`config.mk`:
```
export PLATFORM = sky130hd
export DESIGN_NAME = cts_timer
export DESIGN_NICKNAME = d
export VERILOG_FILES = /design/src/rtl/cts_pkg.sv /design/src/rtl/cts_nfilt.sv /design/src/rtl/cts_timer.sv
export SDC_FILE = /design/constraint.sdc
export NUM_CORES = 1
export LEC_CHECK = 0
export BUFFER_PORTS_ARGS = -buffer_cell sky130_fd_sc_hd__buf_2
export CAP_MARGIN = 20
export CORE_UTILIZATION = 56
export CTS_CLUSTER_SIZE = 8
export DETAILED_ROUTE_END_ITERATION = 12
export HOLD_SLACK_MARGIN = 0.12
export PLACE_DENSITY = 0.83
export SETUP_SLACK_MARGIN = 0.2
export SYNTH_ARGS = -nofsm -noshare
export SYNTH_HDL_FRONTEND = slang
export SYNTH_SLANG_ARGS = --single-unit
```
`constraint.sdc`:
```
create_clock -name CLK -period 4.4 [get_ports CLK]
set_input_delay 0 -clock CLK [delete_from_list [all_inputs] [get_ports CLK]]
set_output_delay 0 -clock CLK [all_outputs]
set_load 0.01 [all_outputs]
```
`src/rtl/cts_pkg.sv`:
```
// package for the capture timer: register map, field layout, reset values
// assumes a 32-bit avalon-mm slave with byte addresses and one system clock
package cts_pkg;

    ////////////////////////////////////////////////////////////////////////////
    // register byte offsets
    localparam logic [4:0] OFS_MODE    = 5'h00;   // clock, edge and clear selects
    localparam logic [4:0] OFS_PINFN   = 5'h04;   // pin function and filter select
    localparam logic [4:0] OFS_COUNT   = 5'h08;   // live counter value
    localparam logic [4:0] OFS_RISECAP = 5'h0C;   // rising-edge capture
    localparam logic [4:0] OFS_FALLCAP = 5'h10;   // falling-edge capture
    localparam logic [4:0] OFS_STATUS  = 5'h14;   // flag (w1c) and capture level

    ////////////////////////////////////////////////////////////////////////////
    // field positions
    localparam int MODE_CSEL_LO = 0;              // count clock select, 2 bits
    localparam int MODE_EDGE    = 2;              // irq edge select, 1 = rising
    localparam int MODE_CLR_LO  = 3;              // counter clear select, 2 bits
    localparam int PIN_SEL      = 0;              // capture pin select
    localparam int PIN_NCS      = 1;              // noise filter select
    localparam int STAT_FLAG    = 0;              // irq request flag
    localparam int STAT_LEVEL   = 1;              // capture signal level

    ////////////////////////////////////////////////////////////////////////////
    // reset values
    localparam logic [7:0] MODE_RST  = 8'h00;     // divide-by-64, no clear
    localparam logic [1:0] PINFN_RST = 2'h0;      // port pin, filter off
    localparam logic [7:0] COUNT_RST = 8'h00;     // counter and captures

    ////////////////////////////////////////////////////////////////////////////
    // prescaler taps and the filter depth
    localparam int PRE_WIDTH   = 6;               // free-running system prescaler
    localparam int TAP_DIV64   = 5;
    localparam int TAP_DIV32   = 4;
    localparam int TAP_DIV2    = 0;
    localparam int FILT_STAGES = 5;               // serial sampling latches

    // internal count clock choices
    typedef enum logic [1:0] {
        CSEL_DIV64 = 2'b00,
        CSEL_DIV32 = 2'b01,
        CSEL_DIV2  = 2'b10,
        CSEL_WDIV4 = 2'b11
    } cts_csel_type;

    // counter clear choices
    typedef enum logic [1:0] {
        CLR_NONE = 2'b00,
        CLR_RISE = 2'b01,
        CLR_FALL = 2'b10,
        CLR_BOTH = 2'b11
    } cts_clr_type;

endpackage : cts_pkg

```
`src/rtl/cts_nfilt.sv`:
```
// digital low-pass filter for the capture input: serial latches and a match check
// assumes din is already synchronous to clk and sample_en is a one-cycle pulse
`timescale 1ns/1ps
module cts_nfilt #(
    parameter int STAGES = cts_pkg::FILT_STAGES
) (
    input  wire logic clk,
    input  wire logic resetn,
    input  wire logic sample_en,   // one-cycle sampling pulse
    input  wire logic preset,      // forces latches and output high
    input  wire logic din,         // synchronised pin level
    output logic      dout         // filtered level
);
    import cts_pkg::*;

    logic [STAGES-1:0] lat_r;      // serial sampling latches
    logic [STAGES-1:0] lat_nxt;    // latches after one sample
    logic              all_eq;     // every latch agrees

    ////////////////////////////////////////////////////////////////////////////
    // shift and match
    assign lat_nxt = {lat_r[STAGES-2:0], din};
    assign all_eq  = (&lat_r) | (~|lat_r);

    always_ff @(posedge clk or negedge resetn) begin
        if (!resetn) begin
            lat_r <= '1;
            dout  <= 1'b1;
        end else if (preset) begin
            // filter just switched on: starts from the high state
            lat_r <= '1;
            dout  <= 1'b1;
        end else if (sample_en) begin
            lat_r <= lat_nxt;
            // keep the old value unless all latches agree
            if (all_eq) begin
                dout <= lat_r[STAGES-1];
            end
        end
    end
endmodule : cts_nfilt

```
`src/rtl/cts_timer.sv`:
```
// 8-bit capture/interval timer: prescaler, clock switching, pin gating, capture
// assumes avalon-mm master with waitrequest; capture and watch clock pins async
// Function
// - count once per selected clock falling edge
// - select write high-to-low counts one increment
// - pin select set, pin high: rising edge
// - pin select cleared, pin high: falling edge
// - filter on, pin high, select early: rising
// - filter on, pin low, select early: falling
// - filter on, pin high, deselect late: falling
// - capture signal low when pin not selected
// - pin rises, filter on early: rising edge
// - pin falls, filter off early: falling edge
// - spurious matching edge sets the request flag
// - clear select both: clear on both edges
// - edges copy counter into capture registers
// - filter output moves only when latches agree, or goes high on filter enable
// - two-bit select picks one of four clocks
`timescale 1ns/1ps
module cts_timer (
    input  wire logic        CLK,
    input  wire logic        RESETN,
    input  wire logic [4:0]  AVS_ADDRESS,
    input  wire logic        AVS_READ,
    input  wire logic        AVS_WRITE,
    input  wire logic [3:0]  AVS_BYTEENABLE,
    input  wire logic [31:0] AVS_WRITEDATA,
    output logic      [31:0] AVS_READDATA,
    output logic             AVS_WAITREQUEST,
    input  wire logic        CAPTURE_PIN,
    input  wire logic        WATCH_CLK,
    output logic             IRQ_FLAG,
    output logic [7:0]       COUNT_VALUE
);
    import cts_pkg::*;

    ////////////////////////////////////////////////////////////////////////////
    // declarations
    logic                 ack_r;          // one wait state done
    logic                 wr_go;          // write accepted this edge
    logic                 rd_go;          // read request, first cycle
    logic [31:0]          rd_mux;         // selected read word
    logic [7:0]           mode_r;         // mode register
    logic [1:0]           pinfn_r;        // pin function register
    cts_csel_type         csel;           // count clock choice
    cts_clr_type          clr_sel;        // counter clear choice
    logic                 edge_sel;       // 1 = rising edge requests
    logic                 pin_sel;        // pin used as capture input
    logic                 noise_filter_select;            // filter in use
    logic                 ncs_q_r;        // filter select one cycle ago
    logic [PRE_WIDTH-1:0] pre_r;          // system prescaler
    logic [1:0]           cap_sync_r;     // capture pin synchroniser
    logic [1:0]           wclk_sync_r;    // watch clock synchroniser
    logic                 wclk_q_r;       // watch clock previous level
    logic [1:0]           wdiv_r;         // watch clock divide-by-four
    logic [3:0]           src_lvl;        // the four divided levels
    logic                 sel_lvl;        // selected level now
    logic                 sel_lvl_r;      // selected level last cycle
    logic                 inc;            // counter increment pulse
    logic                 samp_en;        // filter sampling pulse
    logic                 filt_out;       // filtered pin level
    logic                 cap;            // internal capture signal
    logic                 cap_r;          // capture signal last cycle
    logic                 cap_rise;       // rising edge of capture signal
    logic                 cap_fall;       // falling edge of capture signal
    logic                 clr;            // counter clear this cycle
    logic [7:0]           cnt_r;          // the capture counter
    logic [7:0]           cnt_nxt;        // counter next value
    logic [7:0]           rcap_r;         // rising capture register
    logic [7:0]           fcap_r;         // falling capture register
    logic                 flag_set;       // edge matched the selection
    logic                 flag_clr;       // software write-one-to-clear
    logic                 flag_r;         // interrupt request flag

    ////////////////////////////////////////////////////////////////////////////
    // bus slave: one wait state on every access
    assign AVS_WAITREQUEST = (AVS_READ | AVS_WRITE) & ~ack_r;
    assign wr_go           = AVS_WRITE & ack_r & AVS_BYTEENABLE[0];
    assign rd_go           = AVS_READ & ~ack_r;

    // unmapped offsets read zero, writes there are dropped
    assign rd_mux = (AVS_ADDRESS == OFS_MODE)    ? {24'h00_0000, mode_r} :
                    (AVS_ADDRESS == OFS_PINFN)   ? {30'h0000_0000, pinfn_r} :
                    (AVS_ADDRESS == OFS_COUNT)   ? {24'h00_0000, cnt_r} :
                    (AVS_ADDRESS == OFS_RISECAP) ? {24'h00_0000, rcap_r} :
                    (AVS_ADDRESS == OFS_FALLCAP) ? {24'h00_0000, fcap_r} :
                    (AVS_ADDRESS == OFS_STATUS)  ? {30'h0000_0000, cap, flag_r} :
                    32'h0000_0000;

    // wait-state tracker and read data register
    always_ff @(posedge CLK or negedge RESETN) begin
        if (!RESETN) begin
            ack_r        <= 1'b0;
            AVS_READDATA <= 32'h0000_0000;
        end else begin
            ack_r <= (AVS_READ | AVS_WRITE) & ~ack_r;
            if (rd_go) begin
                AVS_READDATA <= rd_mux;
            end
        end
    end

    // select write lands at the accepting edge
    always_ff @(posedge CLK or negedge RESETN) begin
        if (!RESETN) begin
            mode_r  <= MODE_RST;
            pinfn_r <= PINFN_RST;
        end else if (wr_go) begin
            if (AVS_ADDRESS == OFS_MODE) begin
                mode_r <= {3'h0, AVS_WRITEDATA[4:0]};
            end
            if (AVS_ADDRESS == OFS_PINFN) begin
                pinfn_r <= AVS_WRITEDATA[1:0];
            end
        end
    end

    // field decode
    assign csel     = cts_csel_type'(mode_r[MODE_CSEL_LO +: 2]);
    assign clr_sel  = cts_clr_type'(mode_r[MODE_CLR_LO +: 2]);
    assign edge_sel = mode_r[MODE_EDGE];
    assign pin_sel  = pinfn_r[PIN_SEL];
    assign noise_filter_select      = pinfn_r[PIN_NCS];

    ////////////////////////////////////////////////////////////////////////////
    // synchronisers and clock sources
    always_ff @(posedge CLK or negedge RESETN) begin
        if (!RESETN) begin
            cap_sync_r  <= 2'h0;
            wclk_sync_r <= 2'h0;
            wclk_q_r    <= 1'b0;
            wdiv_r      <= 2'h0;
            pre_r       <= '0;
        end else begin
            cap_sync_r  <= {cap_sync_r[0], CAPTURE_PIN};
            wclk_sync_r <= {wclk_sync_r[0], WATCH_CLK};
            wclk_q_r    <= wclk_sync_r[1];
            pre_r       <= pre_r + 1'b1;
            // watch clock divided by four on its synchronised rising edges
            if (wclk_sync_r[1] & ~wclk_q_r) begin
                wdiv_r <= wdiv_r + 2'h1;
            end
        end
    end

    assign src_lvl = {wdiv_r[1], pre_r[TAP_DIV2], pre_r[TAP_DIV32], pre_r[TAP_DIV64]};
    assign sel_lvl = src_lvl[csel];

    // falling edge of the selected level
    // a switch from high to low also counts
    assign inc = sel_lvl_r & ~sel_lvl;

    // filter samples each cycle when off, on selected rising edges when on
    assign samp_en = noise_filter_select ? (sel_lvl & ~sel_lvl_r) : 1'b1;

    ////////////////////////////////////////////////////////////////////////////
    // noise filter
    // preset on enable makes early select rise
    // low pin then decays: falling edge
    cts_nfilt #(
        .STAGES    (FILT_STAGES)
    ) u_nfilt (
        .clk       (CLK),
        .resetn    (RESETN),
        .sample_en (samp_en),
        .preset    (noise_filter_select & ~ncs_q_r),
        .din       (cap_sync_r[1]),
        .dout      (filt_out)
    );

    // direct path, select set while high
    // select cleared on high: falling edge
    assign cap = pin_sel & (noise_filter_select ? filt_out : cap_sync_r[1]);

    ////////////////////////////////////////////////////////////////////////////
    // edge detection, clear and flag terms
    assign cap_rise = cap & ~cap_r;
    assign cap_fall = ~cap & cap_r;

    // clear on chosen edge, both when 11
    assign clr = (cap_rise & clr_sel[0]) | (cap_fall & clr_sel[1]);

    // clear beats increment
    assign cnt_nxt = clr ? COUNT_RST : (inc ? cnt_r + 8'h01 : cnt_r);

    assign flag_set = edge_sel ? cap_rise : cap_fall;
    assign flag_clr = wr_go & (AVS_ADDRESS == OFS_STATUS) & AVS_WRITEDATA[STAT_FLAG];

    // edge history and the selected clock level
    always_ff @(posedge CLK or negedge RESETN) begin
        if (!RESETN) begin
            cap_r     <= 1'b0;
            sel_lvl_r <= 1'b0;
            ncs_q_r   <= 1'b0;
        end else begin
            cap_r     <= cap;
            sel_lvl_r <= sel_lvl;
            ncs_q_r   <= noise_filter_select;
        end
    end

    // counter
    always_ff @(posedge CLK or negedge RESETN) begin
        if (!RESETN) begin
            cnt_r <= COUNT_RST;
        end else begin
            cnt_r <= cnt_nxt;
        end
    end

    always_ff @(posedge CLK or negedge RESETN) begin
        if (!RESETN) begin
            rcap_r <= COUNT_RST;
            fcap_r <= COUNT_RST;
        end else begin
            if (cap_rise) begin
                rcap_r <= cnt_r;
            end
            if (cap_fall) begin
                fcap_r <= cnt_r;
            end
        end
    end

    // request flag: a new edge wins over a clear
    always_ff @(posedge CLK or negedge RESETN) begin
        if (!RESETN) begin
            flag_r <= 1'b0;
        end else if (flag_set) begin
            flag_r <= 1'b1;
        end else if (flag_clr) begin
            flag_r <= 1'b0;
        end
    end

    assign IRQ_FLAG    = flag_r;
    assign COUNT_VALUE = cnt_r;
endmodule : cts_timer

```
==> results of run 1 <==
[sequential cells by signal, summed over array words and instances (netlist names), 2 cells and up]
register / cells
COUNT_VALUE: 8
fcap_r: 8
mode_r: 5
wdiv_r: 2
u_nfilt.lat_r: 5
cap_sync_r: 2
wclk_sync_r: 2
rcap_r: 8
AVS_READDATA: 8
pre_r: 6
pinfn_r: 2
[worst max-delay path: cells and delay by family (launching register included)]
kind	cells	cell delay, ns
and+or+nand+nor	2	0.27
DFF	1	0.48
AOI/OAI and AO/OA	1	0.42
buffers and inverters	1	0.11
muxes	1	0.40
[repair_timing]
| item | CTS | global route |
|---|---|---|
| hold buffers | 10 | 0 |
| resized for setup | 0 | 0 |
| endpoints found under the setup margin | 0 | 0 |
| endpoints found under the hold margin | 68 | 0 |
[cell families after synthesis]
logic type | Yosys count | synth area share
mux | 27 | 0.103
buf+inv | 40 | 0.0797
other cells | 1 | 0.00123
fa+ha+maj | 2 | 0.00822
xor+xnor | 13 | 0.0374
flops | 63 | 0.520
simple gates | 81 | 0.151
compound gates | 41 | 0.0998
[per-layer routing]
metal	vias to the layer above	wire length, µm
li1	1001	-
met1	1044	2620
met2	77	2640
met3	10	243
met4	0	88
met5	-	0
[stage by stage]
stage                     cells  hold slack [ns]  instance area [µm²]  setup WS [ns]
after global placement      363            0.108                 3180           2.67
after detailed placement    363            0.110                 3180           2.61
after floorplan             291           -0.296                 3130           2.81
after global routing        389            0.175                 3530           2.44
final                       389            0.171                 3530           2.59
after CTS                   389            0.153                 3530           2.57
[worst max-delay path by stage]
stage / to / cells past startpoint / from
finish: COUNT_VALUE[5]$_DFFE_PN0P_ / 5 / pinfn_r[1]$_DFFE_PN0P_
global route: COUNT_VALUE[5]$_DFFE_PN0P_ / 5 / pinfn_r[1]$_DFFE_PN0P_
detailed placement: COUNT_VALUE[5]$_DFFE_PN0P_ / 5 / pinfn_r[1]$_DFFE_PN0P_
CTS: COUNT_VALUE[5]$_DFFE_PN0P_ / 5 / pinfn_r[1]$_DFFE_PN0P_
floorplan: rcap_r[0]$_DFFE_PN0P_ / 5 / pinfn_r[1]$_DFFE_PN0P_
global placement: COUNT_VALUE[3]$_DFFE_PN0P_ / 5 / pinfn_r[1]$_DFFE_PN0P_
[report_power, final]
group          internal, mW  leakage [nW]  switching (mW)
Combinational         0.113         0.719           0.116
Clock                 0.377         0.112           0.225
Sequential            0.667         0.795          0.0837
Total                  1.16          1.63           0.425
[area by class of cell]
class	instances	area [µm²]
Tap cell	70	87.6
Inverter	7	26.3
Clock buffer	9	124
Clock inverter	7	121
Timing Repair Buffer	45	278
Multi-Input combinational cell	188	1310
Sequential cell	63	1580
Fill cell	394	1650
[layout by cell type (no fill, tap or decap), types with 4 or more instances in the layout]
| master | n |
|---|---|
| nand2b_1 | 4 |
| conb_1 | 24 |
| dfrtp_1 | 57 |
| nand2_1 | 11 |
| o22a_1 | 6 |
| clkbuf_8 | 9 |
| xor2_1 | 4 |
| nand3_1 | 8 |
| a21oi_1 | 6 |
| dfstp_2 | 6 |
| buf_2 | 34 |
| nor2_1 | 25 |
| mux2_2 | 24 |
| nor2b_1 | 6 |
| nand4_1 | 4 |
| o21ai_0 | 5 |
| xnor2_1 | 9 |
| o22ai_1 | 6 |
| inv_1 | 7 |
| dlygate4sd3_1 | 10 |
==> flow_metrics.tcl, run 1 <==
set metrics [dict create \
    status "finished clean" \
    grt_antenna_before_repair 0 \
    critical_path_peak_fanout 9 \
    path_clk_slew_ns 0.07 \
    floorplan.initialDensity 0.589 \
    hold_violations 0 \
    die_height_um 75.7 \
    min_to "IRQ_FLAG$_DFFE_PN0P_" \
    drc 0 \
    ys_ff_latch 63 \
    total_power_mw 1.58 \
    fin_tns_setup_ns 0 \
    leakage_nw 1.63 \
    synth.largest_area_cell "dfrtp_1" \
    clock_skew_ns 0.0106 \
    cts_setup_buffers 0 \
    hpwl_um 3890 \
    worst_slew_pin_slew_ns 0.743 \
    num_vias 2132 \
    avgRoutedWirePerCell_um 14.4 \
    grt_max_degree 64 \
    die_w_um 75.7 \
    worst_r2r_endpoint "COUNT_VALUE[5]$_DFFE_PN0P_" \
    setup_violations 0 \
    dieArea_um2 5740 \
    ys_async_sr_fraction 1.00 \
    grt_pass1_vias 2020 \
    drtPass1Iterations 4 \
    slew_violations 0 \
    hold_path_depth 3 \
    cap_violations 0 \
    r2r-start "pinfn_r[1]$_DFFE_PN0P_" \
    avgViaCountPerCell 5.48 \
    nets 363 \
    slowest_delay_ns 0.48 \
    reg2reg_slack_ns 2.59 \
    worstSetupStartpointType "flip-flop" \
    drive_gt1_frac 0.282 \
    worstPathArrival_ns 2.01 \
    fmax_mhz 551 \
    worstSetupEndpointType "flip-flop" \
    grt.met3_usage 0.0529 \
    cp_slowest_cell "dfrtp_1" \
    grt_pass1_wl_um 9090 \
    slew_headroom 0.505 \
    fin_crit_ns 1.81 \
    path_class "reg2reg" \
    synth_cell_types 49 \
    track_usage 0.219 \
    routed_wl_um 5600 \
    required_ns 4.60 \
    rr_worst_depth 5 \
    grt_use_met1 0.295 \
    yosysTopAreaCellShare 0.468 \
    hp-start "AVS_ADDRESS[2]" \
    gr-usage-met2 0.329 \
    irDropWorstVdd_v 0.000297 \
    synth_edf_count 0 \
    place.gp.congestion 0.816 \
    gr-total-overflow 0 \
    ys_seq_area_frac 0.520 \
    path_cells "mux2_2 -> nand2_1 -> inv_1 -> o22ai_2 -> nor2_1" \
    synthTopCellsByArea "dfrtp_1 47%, mux2_2 8.9%, buf_4 5.9%" \
    cts_tree "done" \
    numClockSinks 63 \
    synth_area_um2 3050 \
    synthTopCellsByCount "57 x dfrtp_1, 25 x nor2_1, 24 x buf_4, 24 x mux2_2, 11 x nand2_1" \
    timing.final.crit_share 0.412 \
    cts_buffers 9 \
    synth_ff_type "dfrtp_1" \
    drt_iter0_drc 203 \
    p_per_area_nw_per_um2 449 \
    busiest_layer "met2" \
    yosysWarnings 0 \
    htree_levels 3 \
    rows 26 \
    cts_root_buffer "clkbuf_8" \
    ioPinCount 89 \
    ctsLongestPathBuffers 2 \
    rsz0062_at_grt "no" \
    postSynthCellCount 268 \
    area_growth_pct 15.8 \
    clk_latency_ns 0.33 \
    synth_most_common_cell "dfrtp_1" \
    hp-class "in2reg" \
    ant_nets 0 \
    core_um2 5170 \
    portBuffers 34 \
    final_core_util 0.682 \
    n_antenna_cell 0 \
    synth_area_per_cell_um2 11.4 \
]
Note: power is estimated with default switching activity, not from simulation.
==> run 2: changes to the inputs <==
Settings changed: CORE_UTILIZATION 56 to 52, PLACE_DENSITY 0.83 to 0.78.
Clock period 4.4 ns to 1.8 ns, I/O delays scaled along.
==> run 2 against run 1 <==
Compared with the run above: critical path depth decreased by 1; via count grew 3.7%; worst hold slack lost 0.014 ns; critical path type unchanged; clock power is 81% higher; final cell count up 3.6%; first-iteration DRC count rose by 16%; core utilization fell by 2.4 points; final area rose by 4.0%; power up 120%; die area rose by 7.5%.
==> flow_metrics.tcl, run 2 (synthesized netlist as in run 1, its figures left out) <==
set metrics [dict create \
    track_usage 0.220 \
    ctsLongestPathBuffers 2 \
    hp-class "in2async" \
    numClockSinks 63 \
    final_core_util 0.658 \
    path_clk_slew_ns 0.07 \
    worst_slack_ns 0.121 \
    fin_crit_ns 1.68 \
    drt_iter0_drc 235 \
    worstPathArrival_ns 1.89 \
    slew_violations 0 \
    dieArea_um2 6170 \
    cts_root_buffer "clkbuf_8" \
    n_antenna_cell 0 \
    layout_common_cells "55 x dfrtp_1, 33 x buf_2, 25 x nor2_1" \
    drc 0 \
    p_per_area_nw_per_um2 968 \
    timing.final.crit_share 0.933 \
    setup_violations 0 \
    htree_levels 3 \
    reg2reg_slack_ns 0.12 \
    final_area_um2 3670 \
    fin_tns_setup_ns 0 \
    finalHoldWorstSlack_ns 0.157 \
    clk_latency_ns 0.34 \
    floorplan.initialDensity 0.546 \
    required_ns 2.01 \
    worst_slew_pin_slew_ns 0.628 \
    area_growth_pct 20.4 \
    status "finished clean" \
    fmax_mhz 595 \
    dpl.cell_count 368 \
    worstSetupStartpointType "flip-flop" \
    slew_headroom 0.578 \
    cts_tree "done" \
    avgViaCountPerCell 5.48 \
    final_common_cell "dfrtp_1" \
    irDropWorstVdd_v 0.000771 \
    ff_latch_area_um2 1590 \
    hold_violations 0 \
    die_height_um 78.5 \
    final-instance-count-excl-fill 403 \
    critical_path_peak_fanout 5 \
    nets 375 \
    grt_antenna_before_repair 0 \
    cap_violations 0 \
    placed_cell_area_um2 3220 \
    path_class "reg2reg" \
    routed_wl_um 6150 \
    clock_skew_ns 0.00966 \
    core_um2 5570 \
    leakage_nw 1.72 \
    portBuffers 34 \
    ant_nets 0 \
    worstSetupEndpointType "flip-flop" \
    cts_buffers 9 \
    dp_slack_ns 0.116 \
    avgRoutedWirePerCell_um 15.3 \
    nFillCells 418 \
    grt_pass1_wl_um 10100 \
    num_vias 2210 \
    multi_input_area_um2 1400 \
    drtPass1Iterations 5 \
    ioPinCount 89 \
    drive_gt1_frac 0.326 \
    grt_max_degree 42 \
    rsz0062_at_grt "yes" \
    total_power_mw 3.55 \
    grt_pass1_vias 2085 \
    place.gp.congestion 0.845 \
    rows 27 \
    hpwl_um 4080 \
    gr-total-overflow 0 \
    die_w_um 78.5 \
]
run 2: what timing repair did:
item	CTS	global route
setup endpoints to repair	20	37
resized for setup	1	24
hold buffers	11	0
hold endpoints to repair	74	0
pin swaps	1	8
gates cloned	1	0
buffers inserted	0	7
run 2: area by class of cell:
type                    instances  area share
clock buffers                  15      0.0454
clock inverters                 1     0.00137
inverters                       7     0.00717
multi-input cells             189       0.382
flip-flops and latches         63       0.433
well taps                      72      0.0246
repair buffers                 56       0.107
run 2: final timing paths:
check,from,end,depth (start not counted)
min in group CLK,AVS_READ,AVS_READDATA[4]$_DFFE_PN0P_,4
max in group asynchronous,RESETN,mode_r[0]$_DFFE_PN0P_,3
min reg2reg,wclk_sync_r[0]$_DFF_PN0_,wclk_sync_r[1]$_DFF_PN0_,0
max reg2reg,mode_r[0]$_DFFE_PN0P_,COUNT_VALUE[6]$_DFFE_PN0P_,4
max,mode_r[0]$_DFFE_PN0P_,COUNT_VALUE[6]$_DFFE_PN0P_,4
min,RESETN,pinfn_r[0]$_DFFE_PN0P_,2
run 2: critical path: stages, from the launching register on:
cell and delay, ns:
dfrtp_2 0.41, mux4_2 0.63, and4bb_2 0.35, xnor2_1 0.11
nor2_1 0.05
run 2: routing by layer:
metal / track usage / vias to the layer above / share of wire
li1: - / 1034 / -
met1: 0.289 / 1089 / 0.46
met2: 0.339 / 81 / 0.48
met3: 0.0547 / 6 / 0.045
met4: 0.107 / 0 / 0.015
met5: 0 / - / 0
run 2: where the power goes:
part           total [mW]  switching [mW]  leakage [nW]  internal [mW]
Combinational       0.612           0.307         0.836          0.305
Clock                1.09           0.517        0.0877          0.576
Sequential           1.85           0.215         0.793           1.63
==> run 3: changes to the inputs <==
Settings changed: CORE_ASPECT_RATIO from default to 0.6.
==> run 3 against run 2 <==
Compared with the run above: the flow now finishes with violations (DRC); core utilization up 0.32 points; first-iteration DRC count down 43%; final cell count up 2.0%; clock skew down 0.0041 ns; highest routed layer unchanged.
==> flow_metrics.tcl, run 3 (synthesized netlist as in run 1, its figures left out) <==
set metrics [dict create \
    grt_pass1_wl_um 10000 \
    dpl.cell_count 376 \
    floorplan.initialDensity 0.544 \
    hold_violations 0 \
    cts_buffers 9 \
    nets 375 \
    violations "DRC" \
    core_um2 5600 \
    leakage_nw 1.72 \
    status "finished, violations left" \
    timing.final.crit_share 0.920 \
    portBuffers 34 \
    cts_tree "done" \
    drt_iter0_drc 133 \
    num_vias 2206 \
    slew_headroom 0.598 \
    ff_latch_area_um2 1590 \
    p_switching_mw 1.08 \
    p_sw_frac 0.296 \
    final-instance-count-excl-fill 411 \
    multi_input_area_um2 1390 \
    setup_violations 0 \
    p_seq_frac 0.506 \
    grt_pass1_vias 1953 \
    numClockSinks 63 \
    avgViaCountPerCell 5.37 \
    final_common_cell "dfrtp_1" \
    combPwrFrac 0.167 \
    critical_path_peak_fanout 5 \
    worstSetupStartpointType "flip-flop" \
    fin_tns_setup_ns 0 \
    gr-total-overflow 0 \
    dieArea_um2 6180 \
    irDropWorstVdd_v 0.000671 \
    avgRoutedWirePerCell_um 15.1 \
    track_usage 0.225 \
    n_antenna_cell 0 \
    placed_cell_area_um2 3240 \
    die_w_um 101 \
    cap_violations 0 \
    place.gp.congestion 0.889 \
    nFillCells 441 \
    grt_max_degree 64 \
    hp-class "in2reg" \
    ioPinCount 89 \
    fin_crit_ns 1.66 \
    p_clk_frac 0.327 \
    drive_gt1_frac 0.326 \
    area_growth_pct 21.4 \
    p_per_area_nw_per_um2 990 \
    rsz0062_at_grt "yes" \
    slew_violations 0 \
    worstSetupEndpointType "flip-flop" \
    rows 21 \
    hpwl_um 4210 \
    grt_antenna_before_repair 0 \
    p_int_mw 2.58 \
    cts_root_buffer "clkbuf_8" \
    ant_nets 0 \
    ctsLongestPathBuffers 2 \
    total_power_mw 3.66 \
    clock_skew_ns 0.00555 \
    final_core_util 0.661 \
    drtPass1Iterations 9 \
    drc 2 \
    worstPathArrival_ns 1.87 \
    layout_common_cells "56 x dfrtp_1, 33 x buf_2, 25 x nor2_1" \
    required_ns 2.01 \
    path_class "reg2reg" \
    final_area_um2 3700 \
    fmax_mhz 604 \
    clk_latency_ns 0.34 \
    routed_wl_um 6190 \
    die_height_um 61.3 \
    path_clk_slew_ns 0.07 \
    htree_levels 3 \
    worst_slew_pin_slew_ns 0.599 \
]
run 3: repair_timing:
action,4_1_cts,5_1_grt
hold buffers,11,0
pin swaps,5,14
endpoints found under the hold margin,74,0
setup endpoints to repair,21,36
gates resized for setup,6,15
cloned,1,0
setup buffers,3,4
run 3: stage by stage:
step | hold slack, ns | setup slack (ns)
detailed placement | 0.0303 | 0.0958
CTS | 0.152 | 0.139
finish | 0.178 | 0.145
floorplan | -0.296 | 0.214
global placement | 0.0325 | 0.137
global route | 0.196 | 0.0801
run 3: layout make-up:
class	instances	area share
Clock buffer	9	0.0335
Clock inverter	7	0.0200
Inverter	7	0.00710
Multi-Input combinational cell	189	0.374
Sequential cell	63	0.429
Tap cell	80	0.0271
Timing Repair Buffer	56	0.109
run 3: critical path, cell delays in order, from the launching register on:
cell	delay (ns)
dfrtp_2	0.41
mux4_2	0.61
and4bb_2	0.33
xnor2_1	0.12
nor2_1	0.06
run 3: worst paths after layout:
kind | from | end | slack, ns | cells after the start
min in group asynchronous | RESETN | mode_r[4]$_DFFE_PN0P_ | 0.19 | 3
worst min register to register | cap_sync_r[0]$_DFF_PN0_ | cap_sync_r[1]$_DFF_PN0_ | 0.36 | 0
worst max-delay path | mode_r[0]$_DFFE_PN0P_ | COUNT_VALUE[6]$_DFFE_PN0P_ | 0.14 | 4
max in group asynchronous | RESETN | u_nfilt.lat_r[0]$_DFFE_PN1P_ | 1.30 | 3
worst max register to register | mode_r[0]$_DFFE_PN0P_ | COUNT_VALUE[6]$_DFFE_PN0P_ | 0.14 | 4
worst min-delay path | AVS_ADDRESS[0] | IRQ_FLAG$_DFFE_PN0P_ | 0.18 | 4
run 3: per-layer routing:
| layer | wire length [µm] | share of wire | GRT usage |
|---|---|---|---|
| met1 | 3040 | 0.49 | 0.337 |
| met2 | 2650 | 0.43 | 0.307 |
| met3 | 460 | 0.074 | 0.0738 |
| met4 | 38 | 0.0061 | 0.0745 |
| met5 | 0 | 0 | 0 |
run 3: power by group through the flow:
stage               Clock, mW  Combinational (mW)  Sequential (mW)
floorplan                   0               0.394             1.82
global placement            0               0.550             1.85
detailed placement          0               0.564             1.86
CTS                      1.23               0.591             1.85
global route             1.30               0.683             1.88
finish                   1.20               0.613             1.85
